[src/hw/sbpc_defs.vh]
// register addresses, reset values and field positions of the bias/power config bank
`ifndef SBPC_DEFS_VH
`define SBPC_DEFS_VH

// ****************************************
// register addresses (9-bit word address)
// ****************************************
`define SBPC_ADDR_W          9
`define SBPC_DATA_W          16
`define SBPC_A_DRV_TRIM      9'h044
`define SBPC_A_FE_REF        9'h046
`define SBPC_A_PUMP          9'h048
`define SBPC_A_SPARE_A       9'h050
`define SBPC_A_SPARE_B       9'h051
`define SBPC_A_THERM_CTL     9'h060
`define SBPC_A_THERM_RD      9'h061
`define SBPC_A_SER_PWR       9'h070
`define SBPC_A_BLACK         9'h080

// ****************************************
// reset values
// ****************************************
`define SBPC_R_DRV_TRIM      16'h0088
`define SBPC_R_FE_REF        16'h8888
`define SBPC_R_PUMP          16'h1200
`define SBPC_R_SPARE_A       16'h0000
`define SBPC_R_SPARE_B       16'h8881
`define SBPC_R_THERM_CTL     16'h0000
`define SBPC_R_SER_PWR       16'h0000
`define SBPC_R_BLACK         16'h4008
`define SBPC_R_ZERO          16'h0000

// ****************************************
// field positions
// ****************************************
`define SBPC_F_PD_PUMP_EN    0
`define SBPC_F_FD_PUMP_EN    1
`define SBPC_F_PD_TRIM       10:8
`define SBPC_F_FD_TRIM       14:12
`define SBPC_F_THERM_EN      0
`define SBPC_F_CLK_PWR       0
`define SBPC_F_SYNC_PWR      1
`define SBPC_F_DATA_PWR      2
`define SBPC_F_BLACK_LVL     7:0
`define SBPC_F_TEMP          7:0
`define SBPC_F_DRV_TRIM      7:0

// ****************************************
// readout padding and channel counts
// ****************************************
`define SBPC_R_TEMP          8'h00
`define SBPC_R_TEMP_PAD      8'h00
`define SBPC_N_DATA_CHAN     4

`endif

[src/hw/sbpc_regs.v]
// configuration register bank for bias trims, pumps, thermal diode and serializer power
//
// Behaviour
// - pump register bit 0 enables photodiode-transfer charge pump; resets to 0.
// - pump register bit 1 enables floating-diffusion charge pump; resets to 0.
// - pump trims at bits 10:8 (reset 2) and 14:12 (reset 1); register 0x1200.
// - thermal control bit 0 turns the temperature diode on; resets to 0.
// - serializer power bit 0 powers the clock output channel; resets off.
// - serializer power bit 1 powers the sync output channel; resets off.
// - serializer power bit 2 powers all four data channels together; resets off.
// - black level register bits 7:0 set target black level; reset 0x08, register 0x4008.
`timescale 1ns/10ps
`include "sbpc_defs.vh"

module sbpc_regs (
  // clock and reset
  input  wire        mclk_in,
  input  wire        rstn_in,
  // register access port (same clock domain as the configuration port)
  input  wire [8:0]  reg_addr_in,
  input  wire        reg_wr_in,
  input  wire [15:0] reg_wdata_in,
  output reg  [15:0] reg_rdata_out,
  // temperature value from the diode converter (same clock)
  input  wire [7:0]  temp_value_in,
  // analog controls
  output wire [7:0]  drv_current_trim_out,
  output wire [15:0] frontend_ref_trim_out,
  output wire        pd_pump_en_out,
  output wire        fd_pump_en_out,
  output wire [2:0]  pd_pump_trim_out,
  output wire [2:0]  fd_pump_trim_out,
  output wire        therm_diode_en_out,
  output wire        clk_chan_pwr_out,
  output wire        sync_chan_pwr_out,
  output wire [3:0]  data_chan_pwr_out,
  output wire [7:0]  black_level_out
);

  // ****************************************
  // storage
  // ****************************************

  // bias trim words
  reg [15:0] drv_trim_reg;
  reg [15:0] fe_ref_reg;

  // charge pump enables and trims
  reg [15:0] pump_reg;

  // spare words, stored and read back in full
  reg [15:0] spare_a_reg;
  reg [15:0] spare_b_reg;

  // thermal diode control and its sampled reading
  reg [15:0] therm_ctl_reg;
  reg [7:0]  temp_reg;

  // serializer channel power and black level target
  reg [15:0] ser_pwr_reg;
  reg [15:0] black_reg;

  // read mux result, loaded into the read data flop
  reg [15:0] rdata_next;

  // ****************************************
  // address decode
  // ****************************************

  // address match helper used by the write decode; the read mux decodes with a case
  function hit;
    input [8:0] a;
    input [8:0] b;
    begin
      hit = (a == b);
    end
  endfunction

  // one write strobe per writable word; the readout word has none
  wire       wr_drv_trim;
  wire       wr_fe_ref;
  wire       wr_pump;
  wire       wr_spare_a;
  wire       wr_spare_b;
  wire       wr_therm_ctl;
  wire       wr_ser_pwr;
  wire       wr_black;

  // strobes qualify the address with the write pulse
  assign wr_drv_trim  = reg_wr_in & hit(reg_addr_in, `SBPC_A_DRV_TRIM);
  assign wr_fe_ref    = reg_wr_in & hit(reg_addr_in, `SBPC_A_FE_REF);
  assign wr_pump      = reg_wr_in & hit(reg_addr_in, `SBPC_A_PUMP);
  assign wr_spare_a   = reg_wr_in & hit(reg_addr_in, `SBPC_A_SPARE_A);
  assign wr_spare_b   = reg_wr_in & hit(reg_addr_in, `SBPC_A_SPARE_B);
  assign wr_therm_ctl = reg_wr_in & hit(reg_addr_in, `SBPC_A_THERM_CTL);
  assign wr_ser_pwr   = reg_wr_in & hit(reg_addr_in, `SBPC_A_SER_PWR);
  assign wr_black     = reg_wr_in & hit(reg_addr_in, `SBPC_A_BLACK);

  // ****************************************
  // bias trim words
  // ****************************************

  // output driver current trim word
  always @(posedge mclk_in or negedge rstn_in) begin
    if (!rstn_in) begin
      drv_trim_reg <= `SBPC_R_DRV_TRIM;
    end else if (wr_drv_trim) begin
      drv_trim_reg <= reg_wdata_in;
    end
  end

  // front-end reference trim word
  always @(posedge mclk_in or negedge rstn_in) begin
    if (!rstn_in) begin
      fe_ref_reg <= `SBPC_R_FE_REF;
    end else if (wr_fe_ref) begin
      fe_ref_reg <= reg_wdata_in;
    end
  end

  // ****************************************
  // charge pumps
  // ****************************************

  // pump word: both enables off and trims at defaults after reset
  always @(posedge mclk_in or negedge rstn_in) begin
    if (!rstn_in) begin
      pump_reg <= `SBPC_R_PUMP;
    end else if (wr_pump) begin
      pump_reg <= reg_wdata_in;
    end
  end

  // ****************************************
  // spare words
  // ****************************************

  // first spare word
  always @(posedge mclk_in or negedge rstn_in) begin
    if (!rstn_in) begin
      spare_a_reg <= `SBPC_R_SPARE_A;
    end else if (wr_spare_a) begin
      spare_a_reg <= reg_wdata_in;
    end
  end

  // second spare word
  always @(posedge mclk_in or negedge rstn_in) begin
    if (!rstn_in) begin
      spare_b_reg <= `SBPC_R_SPARE_B;
    end else if (wr_spare_b) begin
      spare_b_reg <= reg_wdata_in;
    end
  end

  // ****************************************
  // thermal diode
  // ****************************************

  // diode enable word; diode is off after reset
  always @(posedge mclk_in or negedge rstn_in) begin
    if (!rstn_in) begin
      therm_ctl_reg <= `SBPC_R_THERM_CTL;
    end else if (wr_therm_ctl) begin
      therm_ctl_reg <= reg_wdata_in;
    end
  end

  // temperature sample refreshes every cycle; no write path reaches it
  always @(posedge mclk_in or negedge rstn_in) begin
    if (!rstn_in) begin
      temp_reg <= `SBPC_R_TEMP;
    end else begin
      temp_reg <= temp_value_in;
    end
  end

  // ****************************************
  // serializer power
  // ****************************************

  // channel power word; every channel is powered down after reset
  always @(posedge mclk_in or negedge rstn_in) begin
    if (!rstn_in) begin
      ser_pwr_reg <= `SBPC_R_SER_PWR;
    end else if (wr_ser_pwr) begin
      ser_pwr_reg <= reg_wdata_in;
    end
  end

  // ****************************************
  // black level
  // ****************************************

  // black level target word
  always @(posedge mclk_in or negedge rstn_in) begin
    if (!rstn_in) begin
      black_reg <= `SBPC_R_BLACK;
    end else if (wr_black) begin
      black_reg <= reg_wdata_in;
    end
  end

  // ****************************************
  // read path
  // ****************************************

  // read mux; unmapped addresses read as zero
  always @* begin
    case (reg_addr_in)
      `SBPC_A_DRV_TRIM: begin
        rdata_next = drv_trim_reg;
      end
      `SBPC_A_FE_REF: begin
        rdata_next = fe_ref_reg;
      end
      `SBPC_A_PUMP: begin
        rdata_next = pump_reg;
      end
      `SBPC_A_SPARE_A: begin
        rdata_next = spare_a_reg;
      end
      `SBPC_A_SPARE_B: begin
        rdata_next = spare_b_reg;
      end
      `SBPC_A_THERM_CTL: begin
        rdata_next = therm_ctl_reg;
      end
      `SBPC_A_THERM_RD: begin
        rdata_next = {`SBPC_R_TEMP_PAD, temp_reg};
      end
      `SBPC_A_SER_PWR: begin
        rdata_next = ser_pwr_reg;
      end
      `SBPC_A_BLACK: begin
        rdata_next = black_reg;
      end
      default: begin
        rdata_next = `SBPC_R_ZERO;
      end
    endcase
  end

  // read data registered one cycle after the address
  always @(posedge mclk_in or negedge rstn_in) begin
    if (!rstn_in) begin
      reg_rdata_out <= `SBPC_R_ZERO;
    end else begin
      reg_rdata_out <= rdata_next;
    end
  end

  // ****************************************
  // field outputs
  // ****************************************

  // trims and enables straight from their words
  assign drv_current_trim_out  = drv_trim_reg[`SBPC_F_DRV_TRIM];
  assign frontend_ref_trim_out = fe_ref_reg;
  assign pd_pump_en_out        = pump_reg[`SBPC_F_PD_PUMP_EN];
  assign fd_pump_en_out        = pump_reg[`SBPC_F_FD_PUMP_EN];
  assign pd_pump_trim_out      = pump_reg[`SBPC_F_PD_TRIM];
  assign fd_pump_trim_out      = pump_reg[`SBPC_F_FD_TRIM];
  assign therm_diode_en_out    = therm_ctl_reg[`SBPC_F_THERM_EN];
  assign clk_chan_pwr_out      = ser_pwr_reg[`SBPC_F_CLK_PWR];
  assign sync_chan_pwr_out     = ser_pwr_reg[`SBPC_F_SYNC_PWR];
  assign black_level_out       = black_reg[`SBPC_F_BLACK_LVL];

  // one power bit fans out to every data channel so they never split
  genvar ch;
  generate
    for (ch = 0; ch < `SBPC_N_DATA_CHAN; ch = ch + 1) begin : g_data_chan
      assign data_chan_pwr_out[ch] = ser_pwr_reg[`SBPC_F_DATA_PWR];
    end
  endgenerate

endmodule

[config.mk]
export PLATFORM = sky130hd
export DESIGN_NAME = sbpc_regs
export DESIGN_NICKNAME = d
export VERILOG_FILES = /design/src/hw/sbpc_regs.v
export VERILOG_INCLUDE_DIRS = /design/src /design/src/hw
export SDC_FILE = /design/constraint.sdc
export NUM_CORES = 1
export LEC_CHECK = 0
export BUFFER_PORTS_ARGS = -buffer_cell sky130_fd_sc_hd__buf_2
export CAP_MARGIN = 20
export CORE_UTILIZATION = 58
export DETAILED_ROUTE_END_ITERATION = 8
export PLACE_DENSITY = 0.8
export SLEW_MARGIN = 15
export SYNTH_ARGS = -nofsm -noshare
export SYNTH_HDL_FRONTEND = slang
export SYNTH_SLANG_ARGS = --single-unit
export TNS_END_PERCENT = 20
[constraint.sdc]
create_clock -name mclk_in -period 2 [get_ports mclk_in]
set_clock_uncertainty 0.2 [all_clocks]
set_input_delay 0.4 -clock mclk_in [delete_from_list [all_inputs] [get_ports mclk_in]]
set_output_delay 0.4 -clock mclk_in [all_outputs]
set_load 0.05 [all_outputs]
==> flow_summary_export.csv, run 1 <==
group,metric,value,unit
run_status,status,"complete, no violations",
pwr,p_sw,1.64,mW
floorplan,io_pins,99,
placed_design,globalplace.congestion,0.915,
setup_path,rr_worst_depth,4,
yosys,yosysSeqAreaShare,0.530,
min_path,hold_depth,2,
placed_design,post-dp-hpwl,13.1,mm
yosys,synthCells,512,
pwr,switching_share,0.226,
yosys,synth_edf_count,0,
detailed_routing,viasPerCell,6.16,
grt,grt_usage,0.322,
final_layout,fillCellCount,739,
clock_network,clk_pin_slew,0.06,ns
grt,antenna_found_initial,0,
timing,fin_crit,1.85,ns
placed_design,placed_area,8280,um^2
setup_path,worst-path-buf-inv,1,
timing,grt_setup_unrepaired,"false",
pwr,pwr-share-clk,0.475,
setup_path,rrSetupSlack,0.50,ns
clock_network,cts_buffer_depth,2,
yosys,synth_top_area_share,0.479,
floorplan,initial_utilization,0.597,
yosys,async_reset_ff_frac,1.00,
detailed_routing,wl_per_cell,22.9,um
yosys,ys_top_cells_by_area,"dfrtp_1, mux2_2, mux2_4",
yosys,synth_nets,548,
timing,relSlewSlack,0.682,
floorplan,rows,40,
detailed_routing,dr.first_iter.drc_count,391,
setup_path,crit_family,"flip-flops",
detailed_routing,finalWirelength,19.4,mm
floorplan,die_h,113,um
yosys,synth_commonest_cells,"dfrtp_1, mux2_2, buf_4",
clock_network,cts_setup_buffers,0,
final_layout,drive_gt1_frac,0.568,
yosys,synth_most_common_cell,"dfrtp_1",
pwr,p_per_area,805,nW/um^2
timing,slew_violations,0,
floorplan,core,12100,um^2
pwr,seq_power_share,0.443,
yosys,synth.distinct_cells,61,
setup_path,critPathKind,"flop to output pin",
setup_path,crit_path_start_kind,"flop",
min_path,hold-path-endpoint,"spare_a_reg[5]$_DFFE_PN0P_",
grt,grt_overflow_total,0,
placed_design,io_buffers,98,
grt,grt_max_degree,46,
final_layout,diodes,0,
final_layout,fin_area,9020,um^2
yosys,ys.flop_type,"dfrtp_1",
final_layout,area_growth,25.2,%
final_layout,multi_input_area,2990,um^2
clock_network,insertion_delay,0.43,ns
pwr,vdd_drop_max,0.000584,V
yosys,yosys_warnings,0,
setup_path,worstPathCellList,"buf_2",
detailed_routing,drc_errors,0,
setup_path,critPathMaxFanout,3,
timing,setup-violations-final,0,
pwr,p_comb_frac,0.083,
detailed_routing,antenna_left,0,
timing,worstMarginPinSlew,0.465,ns
setup_path,end_kind,"output pin",
timing,hold_violations,0,
grt,grt_pass1_wl,30.4,mm
min_path,hold_path.class,"primary input to flop",
yosys,yosysTopAreaCell,"dfrtp_1",
floorplan,die_w,113,um
clock_network,cts_tree,"yes",
floorplan,dieArea,12900,um^2
pwr,power.leakage,4.63,nW
detailed_routing,drt-pass1-iter-count,5,
setup_path,r2r-start,"drv_trim_reg[3]$_DFFE_PN1P_",
final_layout,fin_util,0.748,
timing,fmax,540,MHz
clock_network,htreeDepth,4,
timing,holdWs,0.105,ns
final_layout,regArea,3820,um^2
min_path,hold_path.startpoint,"reg_wdata_in[5]",
final_layout,nets,704,
clock_network,clock-sinks,152,
timing,finalCritPeriodShare,0.926,
setup_path,cp_data_arrival_time,1.25,ns
clock_network,clockRootBuffer,"clkbuf_16",
detailed_routing,vias,5227,
clock_network,cts_made_buffers,17,
yosys,syn_area,7200,um^2
grt,grt_pass1_vias,5441,
setup_path,r2r-end,"reg_rdata_out[3]$_DFF_PN0_",
yosys,avgSynthCellArea,14.1,um^2
setup_path,slowest_delay,0.55,ns
yosys,synth-seq-cells,152,
setup_path,slowest_stage,"dfstp_2",
run,maxCapViolCount,0,
pwr,p_int,5.62,mW
setup_path,cp.required,1.40,ns
==> what timing repair did <==
item                      CTS  global route
hold endpoints to repair  146             0
resized for setup           0             0
hold buffers                9             0
==> worst reg2reg max path: stages, from the launching register on <==
cell,delay [ns]
dfstp_2,0.54
nand3b_1,0.08
a2111oi_0,0.39
a311oi_1,0.11
nand4_1,0.11
==> cell usage in the layout (no fill, tap or decap), drive strengths merged, types with 9 or more instances in the layout <==
| master | netlist | routed |
|---|---|---|
| dfstp | 14 | 14 |
| mux2i | 9 | 9 |
| buf | 49 | 186 |
| mux2 | 135 | 135 |
| dlygate4sd3 | 0 | 9 |
| a32oi | 12 | 12 |
| nand2 | 18 | 18 |
| clkbuf | 9 | 26 |
| nand3b | 13 | 13 |
| nand3 | 12 | 12 |
| dfrtp | 138 | 138 |
==> logic make-up after synthesis <==
family          count (synthesis)  synth area share
simple gates                   85            0.0926
buf+inv                        59            0.0561
flops                         152             0.530
mux                           144             0.239
compound gates                 72            0.0818
==> cell type report <==
type / instances / area share
Clock buffer: 26 / 0.0598
Multi-Input combinational cell: 301 / 0.332
Timing Repair Buffer: 195 / 0.149
Sequential cell: 152 / 0.424
Clock inverter: 6 / 0.0119
Tap cell: 168 / 0.0233
Inverter: 1 / 0.000416
==> worst max-delay path by stage <==
stage / startpoint / end / slack [ns] / depth (start not counted)
3_3_place_gp: reg_addr_in[1] / reg_rdata_out[7]$_DFF_PN0_ / -0.21 / 7
5_1_grt: reg_addr_in[1] / reg_rdata_out[5]$_DFF_PN0_ / 0.12 / 7
4_1_cts: pump_reg[9]$_DFFE_PN1P_ / pd_pump_trim_out[1] / 0.14 / 1
2_1_floorplan: reg_addr_in[7] / spare_a_reg[10]$_DFFE_PN0P_ / -0.06 / 7
3_5_place_dp: reg_addr_in[7] / therm_ctl_reg[5]$_DFFE_PN0P_ / -0.28 / 6
6_report: pump_reg[9]$_DFFE_PN1P_ / pd_pump_trim_out[1] / 0.15 / 1
==> routing by layer <==
layer,routed length (um),vias to the layer above,part of all wire,global-route usage
met5,0,-,0,0
met4,674,0,0.035,0.164
met3,1450,58,0.074,0.0893
met2,9430,294,0.49,0.508
met1,7880,2654,0.41,0.412
li1,-,2221,-,-
==> metrics by stage <==
stage               instances  TNS, ns  setup WS [ns]  power [mW]
floorplan                 512    -1.30        -0.0586        3.55
global placement          808   -19.80         -0.208        3.82
detailed placement        808   -23.77         -0.283        3.84
CTS                       849        0          0.140        7.27
global route              849        0          0.119        7.44
finish                    849        0          0.149        7.26
==> power groups by stage <==
stage                     clock network (mW)  logic [mW]  registers [mW]
final                                   3.45       0.599            3.21
after global routing                    3.59       0.637            3.22
after CTS                               3.46       0.598            3.21
after detailed placement                   0       0.579            3.26
after global placement                     0       0.561            3.26
after floorplan                            0       0.262            3.29
Power figures use the tool's default switching activity.
==> run 2: changes to the inputs <==
--- a/config.mk
+++ b/config.mk
@@ -6,7 +6,7 @@
 export SDC_FILE = /design/constraint.sdc
 export NUM_CORES = 1
 export LEC_CHECK = 0
-export BUFFER_PORTS_ARGS = -buffer_cell sky130_fd_sc_hd__buf_2
+export BUFFER_PORTS_ARGS = -buffer_cell sky130_fd_sc_hd__buf_4
 export CAP_MARGIN = 20
 export CORE_UTILIZATION = 58
 export DETAILED_ROUTE_END_ITERATION = 8
==> flow_summary_export.csv, run 2 (synthesis results as in run 1) <==
group,metric,value,unit
timing,grt_setup_unrepaired,"false",
clock_network,cts_buffer_depth,2,
grt,grt_overflow_total,0,
final_layout,final_cells,843,
setup_path,r2r-end,"reg_rdata_out[3]$_DFF_PN0_",
setup_path,end_kind,"flop",
run,maxCapViolCount,0,
timing,setup-violations-final,0,
setup_path,critPathKind,"primary input to flop",
floorplan,initial_utilization,0.597,
min_path,hold_depth,2,
floorplan,rows,40,
pwr,p_per_area,783,nW/um^2
clock_network,clock-sinks,152,
pwr,power.leakage,4.64,nW
setup_path,cp.required,2.10,ns
floorplan,die_w,113,um
timing,fmax,530,MHz
min_path,hold_path.startpoint,"reg_wdata_in[11]",
detailed_routing,finalWirelength,19.7,mm
min_path,hold-path-endpoint,"drv_trim_reg[11]$_DFFE_PN0P_",
clock_network,htreeDepth,4,
floorplan,dieArea,12900,um^2
timing,slew_violations,0,
clock_network,cts_setup_buffers,0,
setup_path,r2r-start,"drv_trim_reg[3]$_DFFE_PN1P_",
final_layout,diodes,0,
final_layout,layout_commonest_cell,"buf_4",
pwr,total_power,7.25,mW
clock_network,ctsResizeCount,0,
placed_design,post-dp-hpwl,13.4,mm
timing,hold_violations,0,
grt,grt_max_degree,47,
grt,antenna_found_initial,0,
clock_network,clockRootBuffer,"clkbuf_16",
clock_network,cts_tree,"yes",
final_layout,fillCellCount,706,
setup_path,rr_worst_depth,4,
final_layout,nets,698,
min_path,hold_path.class,"primary input to flop",
setup_path,crit_path_start_kind,"primary input",
clock_network,cts_made_buffers,17,
floorplan,die_h,113,um
clock_network,clk_pin_slew,0.06,ns
grt,grt_usage,0.325,
final_layout,drive_gt1_frac,0.560,
floorplan,core,12100,um^2
final_layout,area_growth,28.5,%
timing,finalCritPeriodShare,0.943,
setup_path,critPathMaxFanout,10,
detailed_routing,antenna_left,0,
placed_design,io_buffers,98,
detailed_routing,vias,5139,
timing,worstMarginPinSlew,0.459,ns
grt,grt_pass1_vias,5405,
detailed_routing,viasPerCell,6.10,
timing,setup_tns,0,ns
final_layout,layout_common_cells,"buf_4, dfrtp_1, mux2_2",
detailed_routing,drt-pass1-iter-count,4,
pwr,vdd_drop_max,0.000552,V
detailed_routing,wl_per_cell,23.4,um
detailed_routing,drc_errors,0,
placed_design,dpl.cell_count,802,
timing,fin_crit,1.89,ns
run_status,status,"complete, no violations",
setup_path,rrSetupSlack,0.38,ns
grt,grt_pass1_wl,30.6,mm
floorplan,io_pins,99,
detailed_routing,dr.first_iter.drc_count,460,
clock_network,insertion_delay,0.43,ns
timing,relSlewSlack,0.686,
setup_path,cp_data_arrival_time,1.98,ns
placed_design,globalplace.congestion,0.878,
-- run 2: how the worst max path moves through the flow --
stage,startpoint,endpoint,slack (ns),cells after the start
3_5_place_dp,reg_addr_in[7],reg_rdata_out[9]$_DFF_PN0_,-0.26,8
5_1_grt,reg_addr_in[7],reg_rdata_out[9]$_DFF_PN0_,0.05,8
4_1_cts,reg_addr_in[7],reg_rdata_out[9]$_DFF_PN0_,0.14,8
2_1_floorplan,reg_addr_in[7],spare_a_reg[10]$_DFFE_PN0P_,-0.06,7
6_report,reg_addr_in[7],reg_rdata_out[9]$_DFF_PN0_,0.11,8
3_3_place_gp,reg_addr_in[7],reg_rdata_out[9]$_DFF_PN0_,-0.25,8
-- run 2: final cells by class --
class	instances	area [um^2]	area share
timing repair buffer	189	1610	0.174
multi-input combinational	301	2990	0.323
clock inverter	8	144	0.0155
sequential	152	3820	0.413
inverter	1	3.75	0.000405
clock buffer	24	482	0.0520
tap	168	210	0.0227
-- run 2: where the power goes --
| group | switching, mW | leakage, nW | internal, mW |
|---|---|---|---|
| Clock | 1.21 | 0.308 | 2.18 |
| Combinational | 0.370 | 2.29 | 0.267 |
| Sequential | 0.0530 | 2.04 | 3.16 |
| Total | 1.63 | 4.64 | 5.61 |
-- run 2: metrics by stage --
stage / setup slack, ns / cell area (um^2) / util / hold WS, ns
2_1_floorplan: -0.0586 / 7210 / - / -0.0956
3_3_place_gp: -0.249 / 8540 / 0.708 / 0.171
3_5_place_dp: -0.261 / 8540 / 0.708 / 0.170
4_1_cts: 0.137 / 9260 / 0.768 / 0.0624
5_1_grt: 0.0550 / 9260 / 0.768 / 0.0711
6_report: 0.114 / 9260 / 0.768 / 0.0706
-- run 2: timing repair --
action / 4_1_cts / 5_1_grt
endpoints found under the setup margin: 0 / 0
hold buffers: 9 / 0
endpoints found under the hold margin: 48 / 0
-- run 2: layer usage --
layer	vias to the layer above	routed length (um)	track usage
met5	-	0	0
met2	220	9920	0.552
met1	2671	7980	0.411
met3	44	1290	0.0818
met4	0	502	0.107
li1	2204	-	-
-- run 2: worst max-delay path, cell delays in order --
cell and delay, ns:
buf_4 0.12, or3b_1 0.36, buf_4 0.20, buf_4 0.16, nor4_1 0.37, buf_4 0.17
a221oi_1 0.04, o21ai_0 0.15
